===== config.mk =====
export PLATFORM = sky130hd
export DESIGN_NAME = eipd_detector
export DESIGN_NICKNAME = d
export VERILOG_FILES = /design/src/include/eipd_pkg.sv /design/src/eipd_detector.sv /design/src/eipd_pin_sync.sv /design/src/eipd_int_ctrl.sv
export VERILOG_INCLUDE_DIRS = /design/src /design/src/include
export SDC_FILE = /design/constraint.sdc
export NUM_CORES = 1
export LEC_CHECK = 0
export BUFFER_PORTS_ARGS = -buffer_cell sky130_fd_sc_hd__buf_2
export CAP_MARGIN = 10
export CORE_MARGIN = 3
export CORE_UTILIZATION = 25
export DETAILED_ROUTE_END_ITERATION = 12
export PLACE_DENSITY_LB_ADDON = 0.05
export RECOVER_POWER = 100
export SYNTH_ARGS = -nofsm -noshare
export SYNTH_HDL_FRONTEND = slang
export SYNTH_SLANG_ARGS = --single-unit

===== constraint.sdc =====
create_clock -name clock -period 2.5 [get_ports clock]
set_input_delay 0.5 -clock clock [delete_from_list [all_inputs] [get_ports clock]]
set_output_delay 0.5 -clock clock [all_outputs]
set_load 0.01 [all_outputs]

===== src/include/eipd_map.svh =====
`ifndef EIPD_MAP_SVH
`define EIPD_MAP_SVH

// Register addresses on the plain register port.
`define EIPD_ADDR_W          4
`define EIPD_OFS_CTRL        4'h0
`define EIPD_OFS_INT_STATUS  4'h1
`define EIPD_OFS_INT_MASK    4'h2

// Field positions of the status and control register.
`define EIPD_BIT_PULL_DIS    6
`define EIPD_BIT_RSVD        5
`define EIPD_BIT_PIN_EN      4
`define EIPD_BIT_FLAG        3
`define EIPD_BIT_ACK         2
`define EIPD_BIT_IRQ_EN      1
`define EIPD_BIT_MODE        0

// Reset values.
`define EIPD_CTRL_RESET      8'h00
`define EIPD_INT_RESET       8'h00

// Interrupt status bits.
`define EIPD_INT_BIT_EDGE    0
`define EIPD_INT_BIT_LEVEL   1
`define EIPD_INT_W           2

// Synchroniser depth.
`define EIPD_SYNC_STAGES     2

`endif


===== src/include/eipd_pkg.sv =====
package eipd_pkg;

    // Decoded control fields of the status and control register.
    typedef struct packed {
        logic pull_disable;
        logic function_enable;
        logic interrupt_enable;
        logic detect_mode;
    } eipd_ctrl_t;

    // Register port request as one bundle.
    typedef struct packed {
        logic       wr;
        logic       rd;
        logic [3:0] addr;
        logic [7:0] wdata;
    } eipd_req_t;

    // Detection results from the pin front end.
    typedef struct packed {
        logic fall;
        logic low;
    } eipd_det_t;

endpackage : eipd_pkg


===== src/eipd_detector.sv =====
`timescale 1ns/1ps
`include "eipd_map.svh"

// Functional notes
// - With pin enabled, pullup on when pull-disable bit 6 is zero, off when one.
// - Pin acts as interrupt input only while enable bit 4 is set.
// - Read-only bit 3 shows the latched event flag.
// - Writing one to bit 2 clears the flag; writing zero does nothing.
// - Bit 2 always reads zero.
// - In edge-and-level mode the flag cannot clear while the pin stays low.
// - With bit 1 set, the CPU request follows the flag; otherwise polling only.
// - Bit 0 clear: falling edges only; set: falling edges and low levels.
module eipd_detector (
    // Clock and reset.
    input  wire logic                     clock,
    input  wire logic                     reset,
    // Register port.
    input  wire logic [`EIPD_ADDR_W-1:0]  reg_addr,
    input  wire logic [7:0]               reg_wdata,
    input  wire logic                     reg_wr,
    input  wire logic                     reg_rd,
    output logic [7:0]                    reg_rdata,
    // Interrupt pin.
    input  wire logic                     irq_pin,
    output logic                          pullup_en,
    // Requests to the CPU.
    output logic                          cpu_irq,
    output logic                          event_irq
);

    eipd_pkg::eipd_ctrl_t ctrl_q;
    eipd_pkg::eipd_det_t  det;
    logic                 flag_q;
    logic                 ack_wr;
    logic                 set_evt;
    logic                 clear_ok;
    logic [7:0]           rdata_d;
    logic [7:0]           rdata_q;
    logic [`EIPD_INT_W-1:0] int_status;
    logic [`EIPD_INT_W-1:0] int_mask;
    logic [`EIPD_INT_W-1:0] int_events;

    // Address decode used by write and read paths.
    function automatic logic hit(input logic [`EIPD_ADDR_W-1:0] a, input logic [`EIPD_ADDR_W-1:0] ofs);
        hit = (a == ofs);
    endfunction : hit

    // Pin front end.
    eipd_pin_sync u_sync (
        .clock  (clock),
        .reset  (reset),
        .pin_in (irq_pin),
        .det    (det)
    );

    // Control bits; bit 5 is dropped since software keeps it zero.
    always_ff @(posedge clock) begin
        if (reset) begin
            ctrl_q <= '0;
        end else if (reg_wr && hit(reg_addr, `EIPD_OFS_CTRL)) begin
            ctrl_q.pull_disable     <= reg_wdata[`EIPD_BIT_PULL_DIS];
            ctrl_q.function_enable  <= reg_wdata[`EIPD_BIT_PIN_EN];
            ctrl_q.interrupt_enable <= reg_wdata[`EIPD_BIT_IRQ_EN];
            ctrl_q.detect_mode      <= reg_wdata[`EIPD_BIT_MODE];
        end
    end

    // Acknowledge is a one-bit write strobe; a zero in that bit changes nothing.
    assign ack_wr = reg_wr && hit(reg_addr, `EIPD_OFS_CTRL) && reg_wdata[`EIPD_BIT_ACK];

    // Events count only while the pin function is on; level counts in mode one.
    assign set_evt = ctrl_q.function_enable
                   & (det.fall | (ctrl_q.detect_mode & det.low));

    // A held low level blocks the acknowledge in edge-and-level mode.
    assign clear_ok = ack_wr & ~(ctrl_q.detect_mode & det.low & ctrl_q.function_enable);

    // Flag: a detection in the same cycle as an acknowledge wins.
    always_ff @(posedge clock) begin
        if (reset) begin
            flag_q <= 1'b0;
        end else if (set_evt) begin
            flag_q <= 1'b1;
        end else if (clear_ok) begin
            flag_q <= 1'b0;
        end
    end

    // Pullup only matters with the pin function enabled.
    assign pullup_en = ctrl_q.function_enable & ~ctrl_q.pull_disable;

    // CPU request follows the flag while enabled.
    assign cpu_irq = ctrl_q.interrupt_enable & flag_q;

    // Sticky event log for the mask-gated summary line.
    assign int_events = {set_evt & ctrl_q.detect_mode & det.low, set_evt & det.fall};

    eipd_int_ctrl u_int (
        .clock    (clock),
        .reset    (reset),
        .event_in (int_events),
        .stat_wr  (reg_wr && hit(reg_addr, `EIPD_OFS_INT_STATUS)),
        .mask_wr  (reg_wr && hit(reg_addr, `EIPD_OFS_INT_MASK)),
        .wdata    (reg_wdata[`EIPD_INT_W-1:0]),
        .status_q (int_status),
        .mask_q   (int_mask),
        .irq      (event_irq)
    );

    // Read mux; acknowledge and reserved bits read zero, unmapped reads zero.
    always_comb begin
        rdata_d = 8'h00;
        if (hit(reg_addr, `EIPD_OFS_CTRL)) begin
            rdata_d[`EIPD_BIT_PULL_DIS] = ctrl_q.pull_disable;
            rdata_d[`EIPD_BIT_PIN_EN]   = ctrl_q.function_enable;
            rdata_d[`EIPD_BIT_FLAG]     = flag_q;
            rdata_d[`EIPD_BIT_ACK]      = 1'b0;
            rdata_d[`EIPD_BIT_IRQ_EN]   = ctrl_q.interrupt_enable;
            rdata_d[`EIPD_BIT_MODE]     = ctrl_q.detect_mode;
        end else if (hit(reg_addr, `EIPD_OFS_INT_STATUS)) begin
            rdata_d[`EIPD_INT_W-1:0] = int_status;
        end else if (hit(reg_addr, `EIPD_OFS_INT_MASK)) begin
            rdata_d[`EIPD_INT_W-1:0] = int_mask;
        end
    end

    // Read data registered so it stands the cycle after the strobe only.
    always_ff @(posedge clock) begin
        if (reset) begin
            rdata_q <= 8'h00;
        end else begin
            rdata_q <= reg_rd ? rdata_d : 8'h00;
        end
    end

    assign reg_rdata = rdata_q;

    // Assertions.
    pull_follows_bits_a: assert property (@(posedge clock) disable iff (reset)
        pullup_en == (ctrl_q.function_enable && !ctrl_q.pull_disable))
        else $error("pullup enable mismatch");

    disabled_no_set_a: assert property (@(posedge clock) disable iff (reset)
        (!ctrl_q.function_enable && !flag_q) |=> !flag_q)
        else $error("flag set while pin function disabled");

    flag_read_back_a: assert property (@(posedge clock) disable iff (reset)
        (reg_rd && reg_addr == `EIPD_OFS_CTRL) |=> reg_rdata[`EIPD_BIT_FLAG] == $past(flag_q))
        else $error("flag read mismatch");

    ack_clears_flag_a: assert property (@(posedge clock) disable iff (reset)
        (ack_wr && !set_evt && !(ctrl_q.detect_mode && det.low)) |=> !flag_q)
        else $error("acknowledge did not clear flag");

    ack_zero_keeps_a: assert property (@(posedge clock) disable iff (reset)
        (flag_q && !ack_wr) |=> flag_q)
        else $error("flag cleared without acknowledge");

    ack_reads_zero_a: assert property (@(posedge clock) disable iff (reset)
        ##1 !reg_rdata[`EIPD_BIT_ACK])
        else $error("acknowledge bit read nonzero");

    level_holds_flag_a: assert property (@(posedge clock) disable iff (reset)
        (ctrl_q.function_enable && ctrl_q.detect_mode && det.low) |=> flag_q)
        else $error("flag clear while pin low in level mode");

    cpu_req_tracks_a: assert property (@(posedge clock) disable iff (reset)
        cpu_irq == (flag_q && ctrl_q.interrupt_enable))
        else $error("cpu request mismatch");

    edge_sets_flag_a: assert property (@(posedge clock) disable iff (reset)
        (ctrl_q.function_enable && det.fall) |=> flag_q)
        else $error("falling edge missed");

    edge_mode_level_a: assert property (@(posedge clock) disable iff (reset)
        (!flag_q && !ctrl_q.detect_mode && !det.fall) |=> !flag_q)
        else $error("flag set without edge in edge mode");

    sync_delay_a: assert property (@(posedge clock) disable iff (reset)
        ($fell(irq_pin) ##1 !irq_pin ##1 !irq_pin) |-> det.fall || $past(det.fall) || !$past(det.low,3))
        else $error("falling edge not seen after sync");

    // A disabled pin function must never leave the pullup switched on.
    pullup_off_disabled_a: assert property (@(posedge clock) disable iff (reset)
        !ctrl_q.function_enable |-> !pullup_en)
        else $error("pullup on while pin function disabled");

    // A held low level keeps the flag through any acknowledge in edge-and-level mode.
    ack_blocked_low_a: assert property (@(posedge clock) disable iff (reset)
        (flag_q && ctrl_q.function_enable && ctrl_q.detect_mode && det.low && ack_wr) |=> flag_q)
        else $error("acknowledge cleared flag while pin low");

    // With the interrupt enable clear, software must poll, so no request is raised.
    req_off_polled_a: assert property (@(posedge clock) disable iff (reset)
        !ctrl_q.interrupt_enable |-> !cpu_irq)
        else $error("cpu request while interrupt disabled");

    // Read data stand only in the cycle after a read strobe and are zero otherwise.
    rdata_idle_zero_a: assert property (@(posedge clock) disable iff (reset)
        !reg_rd |=> reg_rdata == 8'h00)
        else $error("read data without read strobe");

endmodule : eipd_detector


===== src/eipd_pin_sync.sv =====
`timescale 1ns/1ps
`include "eipd_map.svh"

module eipd_pin_sync (
    // Clock and reset.
    input  wire logic               clock,
    input  wire logic               reset,
    // Raw pin level and results.
    input  wire logic               pin_in,
    output eipd_pkg::eipd_det_t     det
);

    logic [`EIPD_SYNC_STAGES-1:0] sync_q;
    logic                         prev_q;

    // Two flops; only the last stage is looked at, and the idle level is high.
    always_ff @(posedge clock) begin
        if (reset) begin
            sync_q <= '1;
        end else begin
            sync_q <= {sync_q[`EIPD_SYNC_STAGES-2:0], pin_in};
        end
    end

    // Previous synchronised value for falling-edge compare.
    always_ff @(posedge clock) begin
        if (reset) begin
            prev_q <= 1'b1;
        end else begin
            prev_q <= sync_q[`EIPD_SYNC_STAGES-1];
        end
    end

    // Edge is old high, new low; level is plain low.
    assign det.fall = prev_q & ~sync_q[`EIPD_SYNC_STAGES-1];
    assign det.low  = ~sync_q[`EIPD_SYNC_STAGES-1];

endmodule : eipd_pin_sync


===== src/eipd_int_ctrl.sv =====
`timescale 1ns/1ps
`include "eipd_map.svh"

module eipd_int_ctrl (
    // Clock and reset.
    input  wire logic                    clock,
    input  wire logic                    reset,
    // Events and software access.
    input  wire logic [`EIPD_INT_W-1:0]  event_in,
    input  wire logic                    stat_wr,
    input  wire logic                    mask_wr,
    input  wire logic [`EIPD_INT_W-1:0]  wdata,
    // State and line.
    output logic [`EIPD_INT_W-1:0]       status_q,
    output logic [`EIPD_INT_W-1:0]       mask_q,
    output logic                         irq
);

    // Sticky bits; write one clears, but a new event wins over the clear.
    always_ff @(posedge clock) begin
        if (reset) begin
            status_q <= `EIPD_INT_W'(`EIPD_INT_RESET);
        end else begin
            status_q <= (status_q & ~(stat_wr ? wdata : '0)) | event_in;
        end
    end

    // Mask register.
    always_ff @(posedge clock) begin
        if (reset) begin
            mask_q <= `EIPD_INT_W'(`EIPD_INT_RESET);
        end else if (mask_wr) begin
            mask_q <= wdata;
        end
    end

    // Level output while any enabled bit is set.
    assign irq = |(status_q & mask_q);

endmodule : eipd_int_ctrl


# Word level (Yosys, flattened, before mapping)
# Index checks and enable logic that the tools add are counted.
# word_totals
wordCells	49
reg_bits	20
inputBits	17
output_inout_bits	11
# op_classes
n_mux	6
bitwise	20
reduce_logical	9
n_eq_ne	2
# ops
operator	count
$and A1 B1 Y1	10
$mux W2	4
$not A1 Y1	5
$and A2 B2 Y2	2
$eq A4 B1 Y1 const B	1
$eq A4 B2 Y1 const B	1
$logic_and A1 B1 Y1	4
$logic_not A4 Y1	1
$reduce_or A2 Y1	2
$reduce_or A3 Y1	1
$mux W1	2
$not A2 Y2	1
$or A2 B2 Y2	1
$reduce_bool A2 Y1	1
$or A1 B1 Y1	1

# Longest topological paths before layout
# Gate-level depths: netlist of run 1.
# logic_depth
ltp_word	7
ltp_mapped	4

# Hierarchy
# Synthesis of run 1 repeated with hierarchy kept, for this count alone.
# hier_totals
cells_unflattened	79
area_unflattened_um2	749.5
# modules_own_cells
mod	cells_per_inst	area_each_um2	n_inst	seq_area_each_um2
eipd_detector	56	511.7	1	200.2
eipd_int_ctrl	15	148.9	1	80.1
eipd_pin_sync	8	88.8	1	60.1

# Worst setup path after synthesis of run 1
# No wires, ideal clock.
# synth_path
path_type	input -> register
startpoint	input port reg_addr[3]
endpoint	register u_int.status_q[1]
stages	3
setup_slack_ns	1.098
setup_time_ns	0.134
arrival_time_ns	1.268
n_path_buf	0
cell_sequence	or3b_4 > nor3b_1 > a311oi_1
# synth_between
elab_chain_cells	6
# synth_rtl
element	line_no	source
start, declared	eipd_detector.sv:18	input wire logic [`EIPD_ADDR_W-1:0] reg_addr,
$eq A4 B1 Y1	eipd_detector.sv:45	hit = (a == ofs);
$logic_and A1 B1 Y1	eipd_detector.sv:102	.stat_wr (reg_wr && hit(reg_addr, `EIPD_OFS_INT_STATUS)),
$mux W2	eipd_int_ctrl.sv:24	status_q <= (status_q & ~(stat_wr ? wdata : '0)) | event_in;
$not A2 Y2	eipd_int_ctrl.sv:24	
$and A2 B2 Y2	eipd_int_ctrl.sv:24	
$or A2 B2 Y2	eipd_int_ctrl.sv:24	
end signal, assigned	eipd_int_ctrl.sv:22	status_q <= `EIPD_INT_W'(`EIPD_INT_RESET);
end signal, assigned	eipd_int_ctrl.sv:24	
end, declared	eipd_int_ctrl.sv:14	output logic [`EIPD_INT_W-1:0] status_q,
# Every way passes these cells.
# A chain may end at the register's enable or synchronous reset.

# Worst setup path after layout of run 1
# layout_path
startpoint	input port reset
endpoint	register rdata_q[6] (netlist: reg_rdata[6])
# layout_between
elab_chain_cells	1
# layout_rtl
element	line_no	source
start, declared	eipd_detector.sv:16	input wire logic reset,
$reduce_or A3 Y1 (no line)	--	
end signal, assigned	eipd_detector.sv:132	rdata_q <= reg_rd ? rdata_d : 8'h00;
end, declared	eipd_detector.sv:38	logic [7:0] rdata_q;
# Every way passes these cells.

==> results of run 1 <==
[cell families after synthesis]
| kind of cell | Yosys count | share of synthesized area |
|---|---|---|
| buffers and inverters | 8 | 0.0570 |
| and+or+nand+nor | 32 | 0.284 |
| muxes | 6 | 0.0805 |
| DFF | 17 | 0.456 |
| AOI/OAI and AO/OA | 12 | 0.117 |
| other | 1 | 0.00503 |
[critical path, stage by stage]
cell and delay, ns:
clkbuf_1 0.26, nor4b_1 0.73, and3_1 0.25
[stage by stage]
step / setup WS (ns) / hold slack (ns) / instances / instance area, um2
after floorplan: 1.10 / 0.389 / 78 / 753
after global placement: 0.784 / 0.395 / 125 / 866
after detailed placement: 0.790 / 0.394 / 125 / 866
after CTS: 0.972 / 0.374 / 129 / 892
after global routing: 0.801 / 0.372 / 129 / 861
final: 0.990 / 0.387 / 129 / 861
[power groups by stage]
stage                logic, W  registers, W  clock network, W
finish              0.0000368      0.000276          0.000147
global route        0.0000427      0.000277          0.000170
CTS                 0.0000409      0.000276          0.000158
detailed placement  0.0000407      0.000283                 0
global placement    0.0000403      0.000283                 0
floorplan           0.0000264      0.000282                 0
[final cells by class]
class | instances | area (um2)
tap | 31 | 38.8
clock buffer | 4 | 26.3
inverter | 3 | 11.3
multi-input combinational | 53 | 352
timing repair buffer | 21 | 92.6
sequential | 17 | 340
fill | 319 | 1940
[worst paths after layout]
check / start / to / slack, ns / cells after the start
max reg2reg: ctrl_q[2] / u_int.status_q[0] / 1.36 / 3
max: reset / reg_rdata[6] / 0.99 / 3
min reg2reg: u_sync.sync_q[0] / u_sync.sync_q[1] / 0.42 / 1
min: irq_pin / u_sync.sync_q[0] / 0.39 / 2
[synth_stat cells]
cell type	instances	area share
buf_2	1	0.0067
nor2b_1	4	0.034
and3_1	3	0.025
nand2b_1	10	0.084
o41ai_1	1	0.012
nand2_1	3	0.015
clkbuf_1	1	0.0050
o22ai_1	2	0.017
and2_1	1	0.0084
nand3_1	1	0.0067
mux2i_1	6	0.081
conb_1	1	0.0050
inv_1	3	0.015
nor3b_1	1	0.010
o21ai_0	1	0.0067
a21oi_1	3	0.020
nor4b_1	1	0.012
or2_2	3	0.025
nor3_2	1	0.013
dfxtp_1	17	0.46
a311oi_1	2	0.023
nor3b_4	1	0.025
buf_4	3	0.030
nor2_1	2	0.010
or3b_4	1	0.015
a22o_1	1	0.012
o211a_1	2	0.027
[flip-flops by register name, indices dropped and copies added (netlist names)]
register        cells
ctrl_q              4
flag_q              1
reg_rdata           5
u_int.mask_q        2
u_int.status_q      2
u_sync.prev_q       1
u_sync.sync_q       2
[per-layer routing]
metal / part of all wire / GRT usage
met1: 0.48 / 0.122
met2: 0.44 / 0.157
met3: 0.066 / 0.0383
met4: 0.011 / 0.0279
met5: 0 / 0
==> results.py, run 1 <==
metrics = {
    "floorplan": {
        "io_pins": 28,
        "initial_core_util": 0.266,
        "core_um2": 2810,
        "num_rows": 19,
        "die_h_um": 60.6,
        "fp.dieW_um": 60.6,
        "dieArea_um2": 3670,
    },
    "sta": {
        "timing_worst_slew_pin_value_ns": 0.706,
        "min_period_over_period": 0.604,
        "drv_slew": 0,
        "fin_setup_tns_ns": 0,
        "rsz0062_at_grt": "no",
        "worst_clock_skew_ns": 0.000435,
        "final-hold-violation-count": 0,
        "slew_headroom": 0.523,
        "setup_violations": 0,
        "period_needed_ns": 1.51,
        "fmax_ghz": 0.662,
    },
    "route": {
        "dr.pass1.iters": 4,
        "vias": 578,
        "routed_via_density": 4.48,
        "ant_nets": 0,
        "wl_per_cell_um": 12.2,
        "drt_drc_violations_left": 0,
        "finalWirelength_mm": 1.58,
        "drtIter0Drc": 17,
    },
    "clocking": {
        "cts_tree": "done",
        "clk_pin_slew_ns": 0.10,
        "root_buffer": "clkbuf_4",
        "ctsLongestPathBuffers": 2,
        "post_cts_resize_count": 0,
        "cts_setup_buffers": 0,
        "cts_buffers": 3,
        "htree_num_levels": 1,
        "clk_latency_ns": 0.29,
        "ctsHoldBuffers": 0,
        "clock-sinks": 17,
    },
    "setup_path": {
        "critPathCaptureType": "flop",
        "critPathRequiredTime_ns": 2.74,
        "worstPathArrival_ns": 1.75,
        "startpoint_type": "primary input",
        "critical_path_peak_fanout": 17,
        "critical_path_class": "primary input to flop",
    },
    "global_routing": {
        "grt_pass1_vias": 541,
        "antenna_found_initial": 0,
        "grt_pass1_wl_mm": 2.58,
        "gr-total-overflow": 0,
        "grt_usage": 0.0980,
        "grt_max_degree": 18,
    },
    "synthesis": {
        "synth.yosys.warnings": 0,
        "syn-cell-area_um2": 746,
        "synth_cells": 76,
        "ys_types": 27,
        "synth-seq-cells": 17,
        "yosysSeqAreaShare": 0.456,
        "synth.avg_cell_area_um2": 9.81,
    },
    "power_and_ir_drop": {
        "p_clk_frac": 0.320,
        "total_power_w": 0.000460,
        "switching_share": 0.233,
        "seqPwrFrac": 0.600,
        "p_switching_w": 0.000107,
        "powerDensity_nw_per_um2": 535,
        "ir_drop_mv": 0.227,
        "p_int_w": 0.000353,
        "p_leak_nw": 0.349,
        "power_frac_comb": 0.080,
    },
    "final_layout": {
        "final_util": 0.307,
        "layout_commonest_cell": "dfxtp_1",
        "final_nets": 116,
        "drive_gt1_frac": 0.173,
        "syn_to_final_growth_pct": 15.4,
        "diodes": 0,
        "layout_common_cells": "17 x dfxtp_1, 11 x clkbuf_1, 11 x buf_2",
    },
    "placed_design": {
        "port_buffers": 21,
        "finalWeightedCongestion": 0.729,
        "dp_hpwl_mm": 1.23,
    },
    "run": {
        "max_cap_violations": 0,
    },
    "hold_path": {
        "hold_path_class": "primary input to flop",
    },
    "status": {
        "outcome": "completed",
    },
}
(Power assumes the default switching activity.)
==> run 2, diff against run 1 <==
Clock period 2.5 ns to 1.5 ns, I/O delays scaled along.
==> results.py, run 2 (synthesized netlist as in run 1, its figures left out) <==
metrics = {
    "status": {
        "outcome": "completed",
    },
    "clocking": {
        "clock-sinks": 17,
        "cts_tree": "done",
        "cts_buffers": 3,
        "cts_setup_buffers": 0,
        "ctsLongestPathBuffers": 2,
        "clk_pin_slew_ns": 0.10,
        "root_buffer": "clkbuf_4",
        "clk_latency_ns": 0.29,
        "post_cts_resize_count": 0,
        "htree_num_levels": 1,
        "ctsHoldBuffers": 0,
    },
    "power_and_ir_drop": {
        "p_int_w": 0.000585,
        "power_frac_comb": 0.081,
        "switching_share": 0.242,
        "seqPwrFrac": 0.597,
        "ir_drop_mv": 0.378,
        "p_clk_frac": 0.322,
        "p_switching_w": 0.000186,
        "powerDensity_nw_per_um2": 890,
        "p_leak_nw": 0.353,
        "total_power_w": 0.000771,
    },
    "route": {
        "drtIter0Drc": 12,
        "wl_met3_um": 102,
        "dr.pass1.iters": 4,
        "finalWirelength_mm": 1.59,
        "routed_via_density": 4.51,
        "wl_met2_um": 670,
        "wl_met1_um": 804,
        "ant_nets": 0,
        "wl_per_cell_um": 12.3,
        "drt_drc_violations_left": 0,
        "vias": 586,
        "highest_layer": "met4",
    },
    "placed_design": {
        "port_buffers": 21,
        "dp_hpwl_mm": 1.24,
        "finalWeightedCongestion": 0.696,
    },
    "setup_path": {
        "crit_family": "flip-flops",
        "path_cells": "a22o_1 -> clkbuf_1",
        "path_depth": 2,
        "critical-path-max-stage-delay_ns": 0.34,
        "startpoint_type": "flop",
        "critical_path_class": "flop to primary output",
        "critical_path_peak_fanout": 3,
        "path_buf_inv": 1,
        "critPathRequiredTime_ns": 1.20,
        "worstPathArrival_ns": 0.99,
        "reg2regPathDepth": 3,
        "crit_path_top_delay_cell": "dfxtp_1",
        "critPathCaptureType": "primary output",
    },
    "floorplan": {
        "io_pins": 28,
        "die_h_um": 60.6,
        "initial_core_util": 0.266,
        "core_um2": 2810,
        "num_rows": 19,
        "dieArea_um2": 3670,
        "fp.dieW_um": 60.6,
    },
    "final_layout": {
        "diodes": 0,
        "final_util": 0.309,
        "layout_common_cells": "17 x dfxtp_1, 11 x buf_2, 11 x clkbuf_1",
        "final_nets": 117,
        "syn_to_final_growth_pct": 16.1,
        "largest_register_ffs": 5,
        "layout_commonest_cell": "dfxtp_1",
        "drive_gt1_frac": 0.182,
    },
    "sta": {
        "fmax_ghz": 0.778,
        "setup_violations": 0,
        "worst_clock_skew_ns": 0.00887,
        "drv_slew": 0,
        "min_period_over_period": 0.857,
        "rsz0062_at_grt": "no",
        "fin_setup_tns_ns": 0,
        "final-hold-violation-count": 0,
        "slew_headroom": 0.591,
        "timing_worst_slew_pin_value_ns": 0.613,
        "period_needed_ns": 1.29,
    },
    "global_routing": {
        "grt_usage": 0.102,
        "grt_pass1_vias": 546,
        "grt_pass1_wl_mm": 2.68,
        "antenna_found_initial": 0,
        "gr-total-overflow": 0,
        "grt_max_degree": 18,
    },
    "hold_path": {
        "hold_path_class": "primary input to flop",
        "whs_path_depth": 2,
    },
    "run": {
        "max_cap_violations": 0,
    },
}
[run 2: per-layer routing]
layer  up-vias  global-route usage
met1       261               0.130
met4         0              0.0372
met3         2              0.0383
li1        303                   -
met2        20               0.157
met5         -                   0
[run 2: cell type report]
| cell class | count | area [um2] |
|---|---|---|
| timing repair buffer | 22 | 96.3 |
| tap | 31 | 38.8 |
| inverter | 3 | 11.3 |
| clock inverter | 1 | 5.00 |
| multi-input combinational | 53 | 352 |
| clock buffer | 3 | 22.5 |
| fill | 319 | 1940 |
| sequential | 17 | 340 |
[run 2: worst reg2reg max path, cell delays in order, from the launching register on]
cell and delay [ns]:
dfxtp_1 0.39, nor2b_1 0.31, a21oi_1 0.11, a311oi_1 0.24
[run 2: path summary, 6_finish.rpt]
path	from	end	slack (ns)
setup reg to reg	ctrl_q[2]	u_int.status_q[0]	0.36
hold / removal	irq_pin	u_sync.sync_q[0]	0.19
hold reg to reg	u_sync.sync_q[0]	u_sync.sync_q[1]	0.42
setup / recovery	u_int.status_q[0]	event_irq	0.21
[run 2: power by group through the flow]
stage	Sequential, W	Clock [W]	Combinational [W]
floorplan	0.000470	0	0.0000439
global placement	0.000471	0	0.0000681
detailed placement	0.000471	0	0.0000694
CTS	0.000461	0.000263	0.0000697
global route	0.000462	0.000287	0.0000714
finish	0.000460	0.000248	0.0000622
[run 2: through the flow]
stage          cell area (um2)  setup slack [ns]  std cells  hold slack, ns
6_report                   866             0.215        130           0.189
2_1_floorplan              753             0.298         78           0.389
3_5_place_dp               873            0.0483        126           0.394
3_3_place_gp               873            0.0493        126           0.395
5_1_grt                    866             0.110        130           0.171
4_1_cts                    901             0.177        130           0.176
